--- src/hdl/scf_pkg.sv ---
// Shared constants and types for the command frame serial slave
package scf_pkg;

  localparam int FRAME_BITS = 16;
  localparam int BYTE_BITS = 8;
  localparam int MIN_BYTES = FRAME_BITS / BYTE_BITS;

  // Command prefixes (top two bits) and read and diagnosis trailers (bottom two bits)
  localparam logic [1:0] PFX_WRITE = 2'h2;
  localparam logic [1:0] PFX_WRITE_BAD = 2'h3;
  localparam logic [1:0] PFX_READ = 2'h1;
  localparam logic [1:0] TRL_READ = 2'h2;
  localparam logic [1:0] TRL_DIAG = 2'h1;

  // Register locations: bank address field and register index field
  localparam logic [3:0] BANK_OUT = 4'h0;
  localparam logic [3:0] BANK_MAP = 4'h1;
  localparam logic [1:0] IDX_OUT = 2'h0;
  localparam logic [1:0] IDX_MAP0 = 2'h0;
  localparam logic [1:0] IDX_MAP1 = 2'h1;
  localparam logic [1:0] IDX_INPUT_STATUS_REGISTER = 2'h2;

  // Register slots: three in the writable register array, plus the read-only input status slot
  localparam int NUM_WREGS = 3;
  localparam logic [1:0] SLOT_OUT = 2'h0;
  localparam logic [1:0] SLOT_MAP0 = 2'h1;
  localparam logic [1:0] SLOT_MAP1 = 2'h2;
  localparam logic [1:0] SLOT_INPUT_STATUS_REGISTER = 2'h3;

  // Values after reset
  localparam logic [7:0] RST_OUT = 8'h00;
  localparam logic [7:0] RST_MAP0 = 8'h04;
  localparam logic [7:0] RST_MAP1 = 8'h08;

  // Reply sent after a command syntax error
  localparam logic [15:0] SYNTAX_REPLY = 16'hBFFF;

  // Pin vector layout: {sclk, chip_select_low, si}, idle levels at reset
  localparam int PIN_SCLK = 2;
  localparam int PIN_CS = 1;
  localparam int PIN_SI = 0;
  localparam logic [2:0] PIN_RST = 3'h2;

  typedef struct packed {
    logic sclk;
    logic chip_select_low;
    logic si;
  } scf_pins_t;

  typedef struct packed {
    logic uv_supply;
    logic low_logic_supply;
    logic [1:0] mode;
    logic open_load_off;
    logic [7:0] chan_err;
  } scf_diag_t;

  typedef struct packed {
    logic [7:0] out_ctrl;
    logic [7:0] map_in0;
    logic [7:0] map_in1;
  } scf_ctrl_t;

  typedef enum logic [1:0] {
    ST_IDLE = 2'b01,
    ST_SHIFT = 2'b10
  } scf_state_t;

endpackage : scf_pkg

--- src/hdl/scf_pin_filter.sv ---
// Three-stage pin synchroniser with agreement filter
`timescale 1ns/1ns
`default_nettype none
module scf_pin_filter #(
  parameter int W = 3,
  parameter logic [W-1:0] RST_VAL = '0
) (
  input wire logic core_clk,
  input wire logic reset_n,
  input wire logic [W-1:0] pin_in,
  output logic [W-1:0] level
);

  typedef struct packed {
    logic [W-1:0] s1;
    logic [W-1:0] s2;
    logic [W-1:0] s3;
    logic [W-1:0] lvl;
  } scf_filt_t;

  scf_filt_t st_r;
  scf_filt_t st_nxt;

  always_comb begin
    st_nxt.s1 = pin_in;
    st_nxt.s2 = st_r.s1;
    st_nxt.s3 = st_r.s2;
    // Stage one feeds only stage two; level moves once stages two and three agree
    st_nxt.lvl = (~(st_r.s2 ^ st_r.s3) & st_r.s3) | ((st_r.s2 ^ st_r.s3) & st_r.lvl);
  end

  always_ff @(posedge core_clk or negedge reset_n) begin
    if (!reset_n) begin
      st_r <= {RST_VAL, RST_VAL, RST_VAL, RST_VAL};
    end else begin
      st_r <= st_nxt;
    end
  end

  assign level = st_r.lvl;

endmodule : scf_pin_filter
`default_nettype wire

--- src/hdl/scf_slave.sv ---
// Serial command frame slave: shifts frames, decodes commands, answers next frame
// What this block does
// - Reply to a command goes out only in the next frame, never the same one.
// - Clock count not a multiple of 8 or below 16 gives a transfer-error reply.
// - After power-on or software reset the first reply is the reset response.
// - Write with prefix 11 is a syntax error, answered by syntax reply next frame.
// - Read with prefix 00 is a syntax error, answered by syntax reply next frame.
// - Access to reserved or unused location is a syntax error, content never sent.
// - Write 10,bank,index,data stores data and answers standard diagnosis, MSB zero.
// - Read 01,bank,index,x,10 answers 10, same address fields, 8-bit content.
// - Serial input is sampled on the falling serial clock edge.
// - Output released while deselected, MSB first, new bit after rising clock edge.
// - Frame is accepted and acted on only at the rising chip select edge.
// - First reply after reset has error flag and input status; next clears it.
`timescale 1ns/1ns
`default_nettype none
module scf_slave
  import scf_pkg::*;
(
  input wire logic core_clk,
  input wire logic reset_n,
  input wire scf_pins_t pins,
  input wire logic soft_reset,
  input wire scf_diag_t diag,
  input wire logic [6:0] input_status,
  output logic so_out,
  output logic so_oe,
  output scf_ctrl_t ctrl
);

  typedef struct packed {
    scf_state_t st;
    logic sclk_q;
    logic cs_q;
    logic [FRAME_BITS-1:0] sr;
    logic si_smp;
    logic [2:0] bit_lo;
    logic [1:0] bytes;
    logic rst_pend;
    logic std_pend;
    logic transfer_error_flag;
    logic [FRAME_BITS-1:0] reply;
    logic [NUM_WREGS-1:0][7:0] regs;
    logic so;
    logic oe;
  } scf_slave_t;

  scf_slave_t st_r;
  scf_slave_t st_nxt;
  logic [2:0] pin_lvl;
  logic sclk;
  logic cs_low;
  logic si;

  scf_pin_filter #(
    .W(3),
    .RST_VAL(PIN_RST)
  ) u_filter (
    .core_clk(core_clk),
    .reset_n(reset_n),
    .pin_in({pins.sclk, pins.chip_select_low, pins.si}),
    .level(pin_lvl)
  );

  assign sclk = pin_lvl[PIN_SCLK];
  assign cs_low = pin_lvl[PIN_CS];
  assign si = pin_lvl[PIN_SI];

  // Map bank/index to a slot; ok low means reserved or unused
  function automatic logic [2:0] scf_lookup(input logic [3:0] bank, input logic [1:0] idx);
    logic [2:0] r;
    r = 3'h0;
    if (bank == BANK_OUT && idx == IDX_OUT) begin
      r = {1'b1, SLOT_OUT};
    end else if (bank == BANK_MAP && idx == IDX_MAP0) begin
      r = {1'b1, SLOT_MAP0};
    end else if (bank == BANK_MAP && idx == IDX_MAP1) begin
      r = {1'b1, SLOT_MAP1};
    end else if (bank == BANK_MAP && idx == IDX_INPUT_STATUS_REGISTER) begin
      r = {1'b1, SLOT_INPUT_STATUS_REGISTER};
    end
    return r;
  endfunction : scf_lookup

  logic sclk_fall;
  logic sclk_rise;
  logic cs_fall;
  logic cs_rise;
  logic [FRAME_BITS-1:0] cmd;
  logic [FRAME_BITS-1:0] std_frame;
  logic [FRAME_BITS-1:0] rst_frame;
  logic [7:0] input_status_register_val;
  logic [2:0] loc;
  logic [7:0] rd_val;
  logic frame_ok;

  always_comb begin
    sclk_fall = st_r.sclk_q & ~sclk;
    sclk_rise = ~st_r.sclk_q & sclk;
    cs_fall = st_r.cs_q & ~cs_low;
    cs_rise = ~st_r.cs_q & cs_low;
    // Last sampled bit has no rising edge after it, so append it here
    cmd = {st_r.sr[FRAME_BITS-2:0], st_r.si_smp};
    input_status_register_val = {st_r.transfer_error_flag, input_status};
    std_frame = {1'b0, diag.uv_supply, diag.low_logic_supply, diag.mode, st_r.transfer_error_flag, 1'b0,
                 diag.open_load_off, diag.chan_err};
    rst_frame = {PFX_WRITE, BANK_MAP, IDX_INPUT_STATUS_REGISTER, input_status_register_val};
    loc = scf_lookup(cmd[13:10], cmd[9:8]);
    // Input status has no slot in the register array, so it is picked here
    case (loc[1:0])
      SLOT_OUT: rd_val = st_r.regs[SLOT_OUT];
      SLOT_MAP0: rd_val = st_r.regs[SLOT_MAP0];
      SLOT_MAP1: rd_val = st_r.regs[SLOT_MAP1];
      default: rd_val = input_status_register_val;
    endcase
    // Byte count saturates at two, so every longer multiple of eight passes
    frame_ok = (st_r.bit_lo == 3'h0) && (st_r.bytes == 2'(MIN_BYTES));

    st_nxt = st_r;
    st_nxt.sclk_q = sclk;
    st_nxt.cs_q = cs_low;

    case (st_r.st)
      ST_IDLE: begin
        st_nxt.oe = 1'b0;
        if (cs_fall) begin
          // Reply loaded here belongs to the previous frame
          if (st_r.rst_pend) begin
            st_nxt.sr = rst_frame;
          end else if (st_r.std_pend) begin
            st_nxt.sr = std_frame;
          end else begin
            st_nxt.sr = st_r.reply;
          end
          st_nxt.so = st_nxt.sr[FRAME_BITS-1];
          st_nxt.oe = 1'b1;
          st_nxt.rst_pend = 1'b0;
          st_nxt.bit_lo = 3'h0;
          st_nxt.bytes = 2'h0;
          st_nxt.st = ST_SHIFT;
        end
      end
      ST_SHIFT: begin
        if (sclk_fall) begin
          st_nxt.si_smp = si;
          st_nxt.bit_lo = st_r.bit_lo + 3'h1;
          if (st_r.bit_lo == 3'h7 && st_r.bytes != 2'(MIN_BYTES)) begin
            st_nxt.bytes = st_r.bytes + 2'h1;
          end
        end
        // No shift before the first sample: MSB is already on the pin
        if (sclk_rise && (st_r.bit_lo != 3'h0 || st_r.bytes != 2'h0)) begin
          st_nxt.sr = cmd;
          st_nxt.so = st_r.sr[FRAME_BITS-2];
        end
        if (cs_rise) begin
          st_nxt.oe = 1'b0;
          st_nxt.st = ST_IDLE;
          st_nxt.std_pend = 1'b0;
          // Anything not decoded below is answered as a syntax error
          st_nxt.reply = SYNTAX_REPLY;
          st_nxt.transfer_error_flag = ~frame_ok;
          if (!frame_ok) begin
            st_nxt.std_pend = 1'b1;
          end else if (cmd[15:14] == PFX_WRITE) begin
            if (loc[2] && loc[1:0] != SLOT_INPUT_STATUS_REGISTER) begin
              st_nxt.regs[loc[1:0]] = cmd[7:0];
              st_nxt.std_pend = 1'b1;
            end
          end else if (cmd[15:14] == PFX_WRITE_BAD) begin
            st_nxt.reply = SYNTAX_REPLY;
          end else if (cmd[1:0] == TRL_DIAG) begin
            st_nxt.std_pend = 1'b1;
          end else if (cmd[15:14] == PFX_READ && cmd[1:0] == TRL_READ) begin
            if (loc[2]) begin
              st_nxt.reply = {PFX_WRITE, cmd[13:8], rd_val};
            end
          end else begin
            st_nxt.reply = SYNTAX_REPLY;
          end
        end
      end
      default: begin
        st_nxt.st = ST_IDLE;
        st_nxt.oe = 1'b0;
      end
    endcase

    // Software reset outranks a frame ending in the same cycle
    if (soft_reset) begin
      st_nxt.rst_pend = 1'b1;
      st_nxt.transfer_error_flag = 1'b1;
      st_nxt.regs = {RST_MAP1, RST_MAP0, RST_OUT};
    end
  end

  always_ff @(posedge core_clk or negedge reset_n) begin
    if (!reset_n) begin
      st_r.st <= ST_IDLE;
      st_r.sclk_q <= PIN_RST[PIN_SCLK];
      st_r.cs_q <= PIN_RST[PIN_CS];
      st_r.sr <= '0;
      st_r.si_smp <= 1'b0;
      st_r.bit_lo <= 3'h0;
      st_r.bytes <= 2'h0;
      st_r.rst_pend <= 1'b1;
      st_r.std_pend <= 1'b0;
      st_r.transfer_error_flag <= 1'b1;
      st_r.reply <= SYNTAX_REPLY;
      st_r.regs <= {RST_MAP1, RST_MAP0, RST_OUT};
      st_r.so <= 1'b0;
      st_r.oe <= 1'b0;
    end else begin
      st_r <= st_nxt;
    end
  end

  assign so_out = st_r.so;
  assign so_oe = st_r.oe;
  // Registers leave in struct order: output control, then the two input maps
  assign ctrl = {st_r.regs[SLOT_OUT], st_r.regs[SLOT_MAP0],
                 st_r.regs[SLOT_MAP1]};

endmodule : scf_slave
`default_nettype wire

--- config.mk ---
export PLATFORM = sky130hd
export DESIGN_NAME = scf_slave
export DESIGN_NICKNAME = d
export VERILOG_FILES = /design/src/hdl/scf_pkg.sv /design/src/hdl/scf_pin_filter.sv /design/src/hdl/scf_slave.sv
export SDC_FILE = /design/constraint.sdc
export NUM_CORES = 1
export LEC_CHECK = 0
export BUFFER_PORTS_ARGS = -buffer_cell sky130_fd_sc_hd__buf_2
export CAP_MARGIN = 15
export CELL_PAD_IN_SITES_DETAIL_PLACEMENT = 1
export CELL_PAD_IN_SITES_GLOBAL_PLACEMENT = 1
export CORE_MARGIN = 2
export CORE_UTILIZATION = 40
export DETAILED_ROUTE_END_ITERATION = 10
export PLACE_DENSITY = 0.69
export SYNTH_ARGS = -nofsm -noshare
export SYNTH_HDL_FRONTEND = slang
export SYNTH_SLANG_ARGS = --single-unit
--- constraint.sdc ---
create_clock -name core_clk -period 2.9 [get_ports core_clk]
set_input_delay 0.435 -clock core_clk [delete_from_list [all_inputs] [get_ports core_clk]]
set_output_delay 0.435 -clock core_clk [all_outputs]
set_load 0.1 [all_outputs]
# Word-level counts from Yosys, hierarchy flattened

Index checks and enable logic that the tools add are counted.

Add/sub/neg operators: 2
Magnitude comparators: 2
Eq/ne operators: 21
Multiplexer cells: 44
Bitwise logic cells: 14
Reduce and logical (&&, ||, !) cells: 34

Operator list:

| kind               | number |
|---|---|
| $mux 41            | 2 |
| $mux 16            | 5 |
| $mux 24            | 3 |
| $mux 40            | 1 |
| $mux 15            | 2 |
| $pmux 15 s2        | 1 |
| $mux 14            | 2 |
| $bwmux 24          | 1 |
| $pmux 8 s3         | 1 |
| $reduce_bool 2->1  | 9 |
| $demux 8 s2        | 1 |
| $eq 2x2->1 const B | 7 |
| $ne 2x2->1 const B | 7 |
| $mux 3             | 4 |
| $eq 2x1->1 const B | 5 |
| $logic_and 1x1->1  | 10 |
| $mux 1             | 10 |
| $pmux 5 s2         | 1 |
| $reduce_and 2->1   | 5 |
| $mux 2             | 4 |
| $mux 8             | 1 |
| $and 3x3->3        | 2 |
| $mux 6             | 1 |
| $reduce_and 3->1   | 2 |
| other kinds (21)   | 30 |

Flip-flop bits (word level): 82
Input bits: 26
Output and inout bits: 26
Logic and storage cells: 137

# Logic depth before layout (Yosys ltp)

Depth in word-level cells: 17
Gate-level depth with buffers: 7
Depth with buffers taken out: 6

# Hierarchy

Synthesis repeated with hierarchy kept, for this count alone.

Cells, all modules: 388
Area, all modules: 4184.0 µm²

By module, submodules not included:

| module         | instances | cells each | area each (µm²) | seq. area each (µm²) |
|---|---|---|---|---|
| scf_slave      | 1         | 370        | 3822.4          | 1726.7 |
| scf_pin_filter | 1         | 18         | 361.6           | 305.3 |

# Least setup slack after synthesis

No wires, ideal clock.

Path kind: register to register
From: register st_r, in the netlist cmd[11]
To: register st_r, in the netlist ctrl[11]
Library setup time: 130 ps
Arrival time: 1625 ps
Required time: 2770 ps
Slack: 1145 ps
Stages on the path, launching flop included: 5
Path buffers: 0
Period minus slack after synthesis: 1755 ps
Cells stage by stage: dfrtp_1 > or4b_4 > nor2_2 > nand3_2 > mux2i_1

Cells in the longest elaborated chain, start to end: 17
Elaborated cells between the ends (all ways): 26
Classes of those cells: order compare: 2; eq/ne: 2; mux: 13; reduce/logical: 9

RTL lines:

| element                                                        | RTL line                                          | RTL |
|---|---|---|
| from (decl)                                                    | scf_slave.sv:48                                   | `scf_slave_t st_r;` |
| from (signal assigned)                                         | scf_slave.sv:214                                  | `st_r <= st_nxt;` |
| $eq 4x1->1                                                     | scf_slave.sv:75, scf_slave.sv:77, scf_slave.sv:79 |  |
| $logic_and 1x1->1                                              | scf_slave.sv:79                                   | `end else if (bank == BANK_MAP && idx == IDX_INPUT_STATUS_REGISTER) begin` |
| $mux 3                                                         | scf_slave.sv:79                                   |  |
| $mux 3                                                         | scf_slave.sv:77                                   | `end else if (bank == BANK_MAP && idx == IDX_MAP1) begin` |
| $mux 3                                                         | scf_slave.sv:75                                   | `end else if (bank == BANK_MAP && idx == IDX_MAP0) begin` |
| $mux 3 *                                                       | scf_slave.sv:73                                   | `if (bank == BANK_OUT && idx == IDX_OUT) begin` |
| $lt 2x3->1 (implied by the code) or $ge 2x1->1 (tied branches) | scf_slave.sv:167                                  | `st_nxt.regs[loc[1:0]] = cmd[7:0];` |
| $logic_and 1x1->1 (implied by the code)                        | scf_slave.sv:167                                  |  |
| $mux 8 (implied by the code)                                   | scf_slave.sv:167                                  |  |
| $demux 8 s2                                                    | scf_slave.sv:167                                  |  |
| $bwmux 24                                                      | scf_slave.sv:167                                  |  |
| $mux 24                                                        | scf_slave.sv:166                                  | `if (loc[2] && loc[1:0] != SLOT_INPUT_STATUS_REGISTER) begin` |
| $mux 24                                                        | scf_slave.sv:165                                  | `end else if (cmd[15:14] == PFX_WRITE) begin` |
| $mux 40                                                        | scf_slave.sv:163                                  | `if (!frame_ok) begin` |
| $mux 41                                                        | scf_slave.sv:156                                  | `if (cs_rise) begin` |
| $mux 41                                                        | scf_slave.sv:123                                  | `case (st_r.st)` |
| $mux 24                                                        | scf_slave.sv:190                                  | `if (soft_reset) begin` |

Every way passes the cells marked *; elsewhere a longest branch is shown, timed or not. The select of a mux whose other input is x is not followed.
A chain may end at the register's enable or synchronous reset.

# Worst setup path after layout

From: register st_r[45] (netlist name)
To: register st_r[34] (netlist name)

Cells in the longest elaborated chain, start to end: 3

RTL lines:

| element           | RTL line         | RTL |
|---|---|---|
| $eq 2x2->1        | scf_slave.sv:117 | `frame_ok = (st_r.bit_lo == 3'h0) && (st_r.bytes == 2'(MIN_BYTES));` |
| $logic_and 1x1->1 | scf_slave.sv:117 |  |
| $mux 40           | scf_slave.sv:163 |  |

No other way between the ends. The select of a mux whose other input is x is not followed.

==> metrics.yaml <==
clkSinkCount: 80
crit_required_ns: 3.18
syn_area_um2: 4041
grt_pass1_wl_mm: 16.55
fin_tns_setup_ns: 0
rows: 36
wire_per_inst_um: 18.47
synthArstFlopShare_pct: 100.0
viasPerCell: 5.300
maxCapViolations: 0
grt_pass1_vias: 3116
synth_nets: 406
grt_max_degree: 81
power.leakage_nw: 2.195
hp-class: "input port to register"
critPathLaunchType: "register"
synth-main-ff-cell: "dfrtp_1"
cts_setup_buffers: 0
status: "finished clean"
final_common_cell: "dfrtp_1"
cts_resized: 0
path_class: "register to register"
cts_made_buffers: 9
drcViolationCount: 0
finalPower_mw: 3.249
via_count: 2878
final_antenna_net_count: 0
dr.pass1.iters: 7
place_congestion: 0.7438
yosysSeqAreaShare_pct: 50.28
crit_fanout: 8
cts_buffer_depth: 2
p_per_area_nw_per_um2: 719.9
fin_crit_ns: 2.159
ys_ff_latch: 80
synth.avg_cell_area_um2: 10.78
rsz0062_at_grt: "false"
postPlaceCellArea_um2: 4292
multi_input_area_um2: 1700
nets: 436
clockRootBuffer: "clkbuf_8"
cts_hold_buffers: 0
fmax_mhz: 463.3
place_inst: 527
timing_hold_violations_final: 0
yosysWarnings: 0
grt_use_total_pct: 19.41
clk_pin_slew_ns: 0.08
final_cells: 543
cp-end-kind: "register"
design_area_um2: 4513
whs_ns: 0.1836
first_iter_violations: 99
crit_arrival_ns: 2.43
cts_tree: "yes"
dieArea_um2: 10920
final_cell_mix: "dfrtp_1, buf_2, mux2i_1"
finClkSkew_ns: 0.01018
fp.dieW_um: 104.5
postLayoutSetupSlackWorst_ns: 0.7414
antenna_cells: 0
clock_latency_ns: 0.35
htreeDepth: 3
worst_pin_slew_ns: 1.025
vdd_drop_max_mv: 0.3073
dieHeight_um: 104.5
numPortBuffers: 51
relSlewSlack_pct: 31.70
seq_area_um2: 2032
wl_mm: 10.03
initial_core_util_pct: 41.35
synth_edf_count: 0
antenna_found_initial: 0
boundaryPins: 52
overflow: 0
fin_crit_sh_pct: 74.43
setup_violations: 0
dp_slack_ns: 0.6887
dp_hpwl_mm: 6.717
slew_violations: 0
fillers: 1106
layout-drive-gt1-share_pct: 30.24
syn_to_final_growth_pct: 11.67
post-route-util_pct: 46.17
synth.distinct_cells: 40
core-area_um2: 9774
syn-instance-count: 375
-- final timing paths --
check / cells past startpoint / slack, ns / endpoint / startpoint
worst max register to register: 6 / 0.74 / st_r[34] / st_r[45]
worst min register to register: 0 / 0.36 / u_filter.st_nxt[4] / u_filter.st_nxt[7]
min in group asynchronous: 1 / 0.27 / cmd[8] / reset_n
worst min-delay path: 1 / 0.18 / u_filter.st_nxt[7] / pins[1]
worst max-delay path: 6 / 0.74 / st_r[34] / st_r[45]
max in group asynchronous: 1 / 1.99 / cmd[1] / reset_n
-- cell type report --
class	instances	share of cell area [%]
Multi-Input combinational cell	238	37.68
Clock inverter	5	1.774
Sequential cell	80	45.02
Tap cell	133	3.687
Timing Repair Buffer	62	7.541
Clock buffer	11	3.133
Inverter	14	1.164
-- critical path, cell delays in order (launching register included) --
cell and delay [ns]:
dfrtp_1 0.40, inv_1 0.10, ha_1 0.18, nand3b_1 0.19
nor4_2 0.85, buf_4 0.30, a21oi_1 0.08
-- sequential cells by signal (all words and copies together) (netlist names), named ones only --
signal,count
cmd,16
ctrl,24
input_status_register_val,1
so_oe,1
so_out,1
st_r,25
u_filter.st_nxt,6
u_filter.st_r,3
-- cells in the mapped netlist, drive strengths merged, types with 5 or more instances --
library cell	instances	share of area (%)
nand2	25	2.3
a21oi	20	2.5
o21ai	23	2.8
mux2i	41	10
nand2b	33	5.3
mux2	14	3.9
clkbuf	14	1.3
a222oi	8	2.0
buf	29	5.4
ha	5	1.5
nor2	32	3.0
dfrtp	56	35
inv	14	1.3
dfstp	24	16
-- cells by family after synthesis --
logic type               after synthesis  synth area share [%]
flip-flops                            80                 50.28
AO/OA/AOI/OAI                         65                 10.19
AND/OR/NAND/NOR                      110                 15.20
buffers and inverters                 57                 7.987
multiplexers                          55                 14.06
adder cells (fa/ha/maj)                8                 2.291
-- report_power, final --
| part | leakage (nW) | total, mW | switching [mW] | internal (mW) |
|---|---|---|---|---|
| sequential | 0.983 | 1.57 | 0.228 | 1.34 |
| clock | 0.106 | 0.921 | 0.413 | 0.507 |
| combinational | 1.11 | 0.759 | 0.428 | 0.332 |
-- layer usage --
| layer | part of all wire [%] | up-vias | track usage [%] |
|---|---|---|---|
| li1 | - | 1340 | - |
| met1 | 47 | 1462 | 26.27 |
| met2 | 48 | 62 | 31.56 |
| met3 | 3.3 | 14 | 3.133 |
| met4 | 1.6 | 0 | 6.853 |
| met5 | 0 | - | 0 |
No activity file was read; power rests on OpenSTA's default activity.
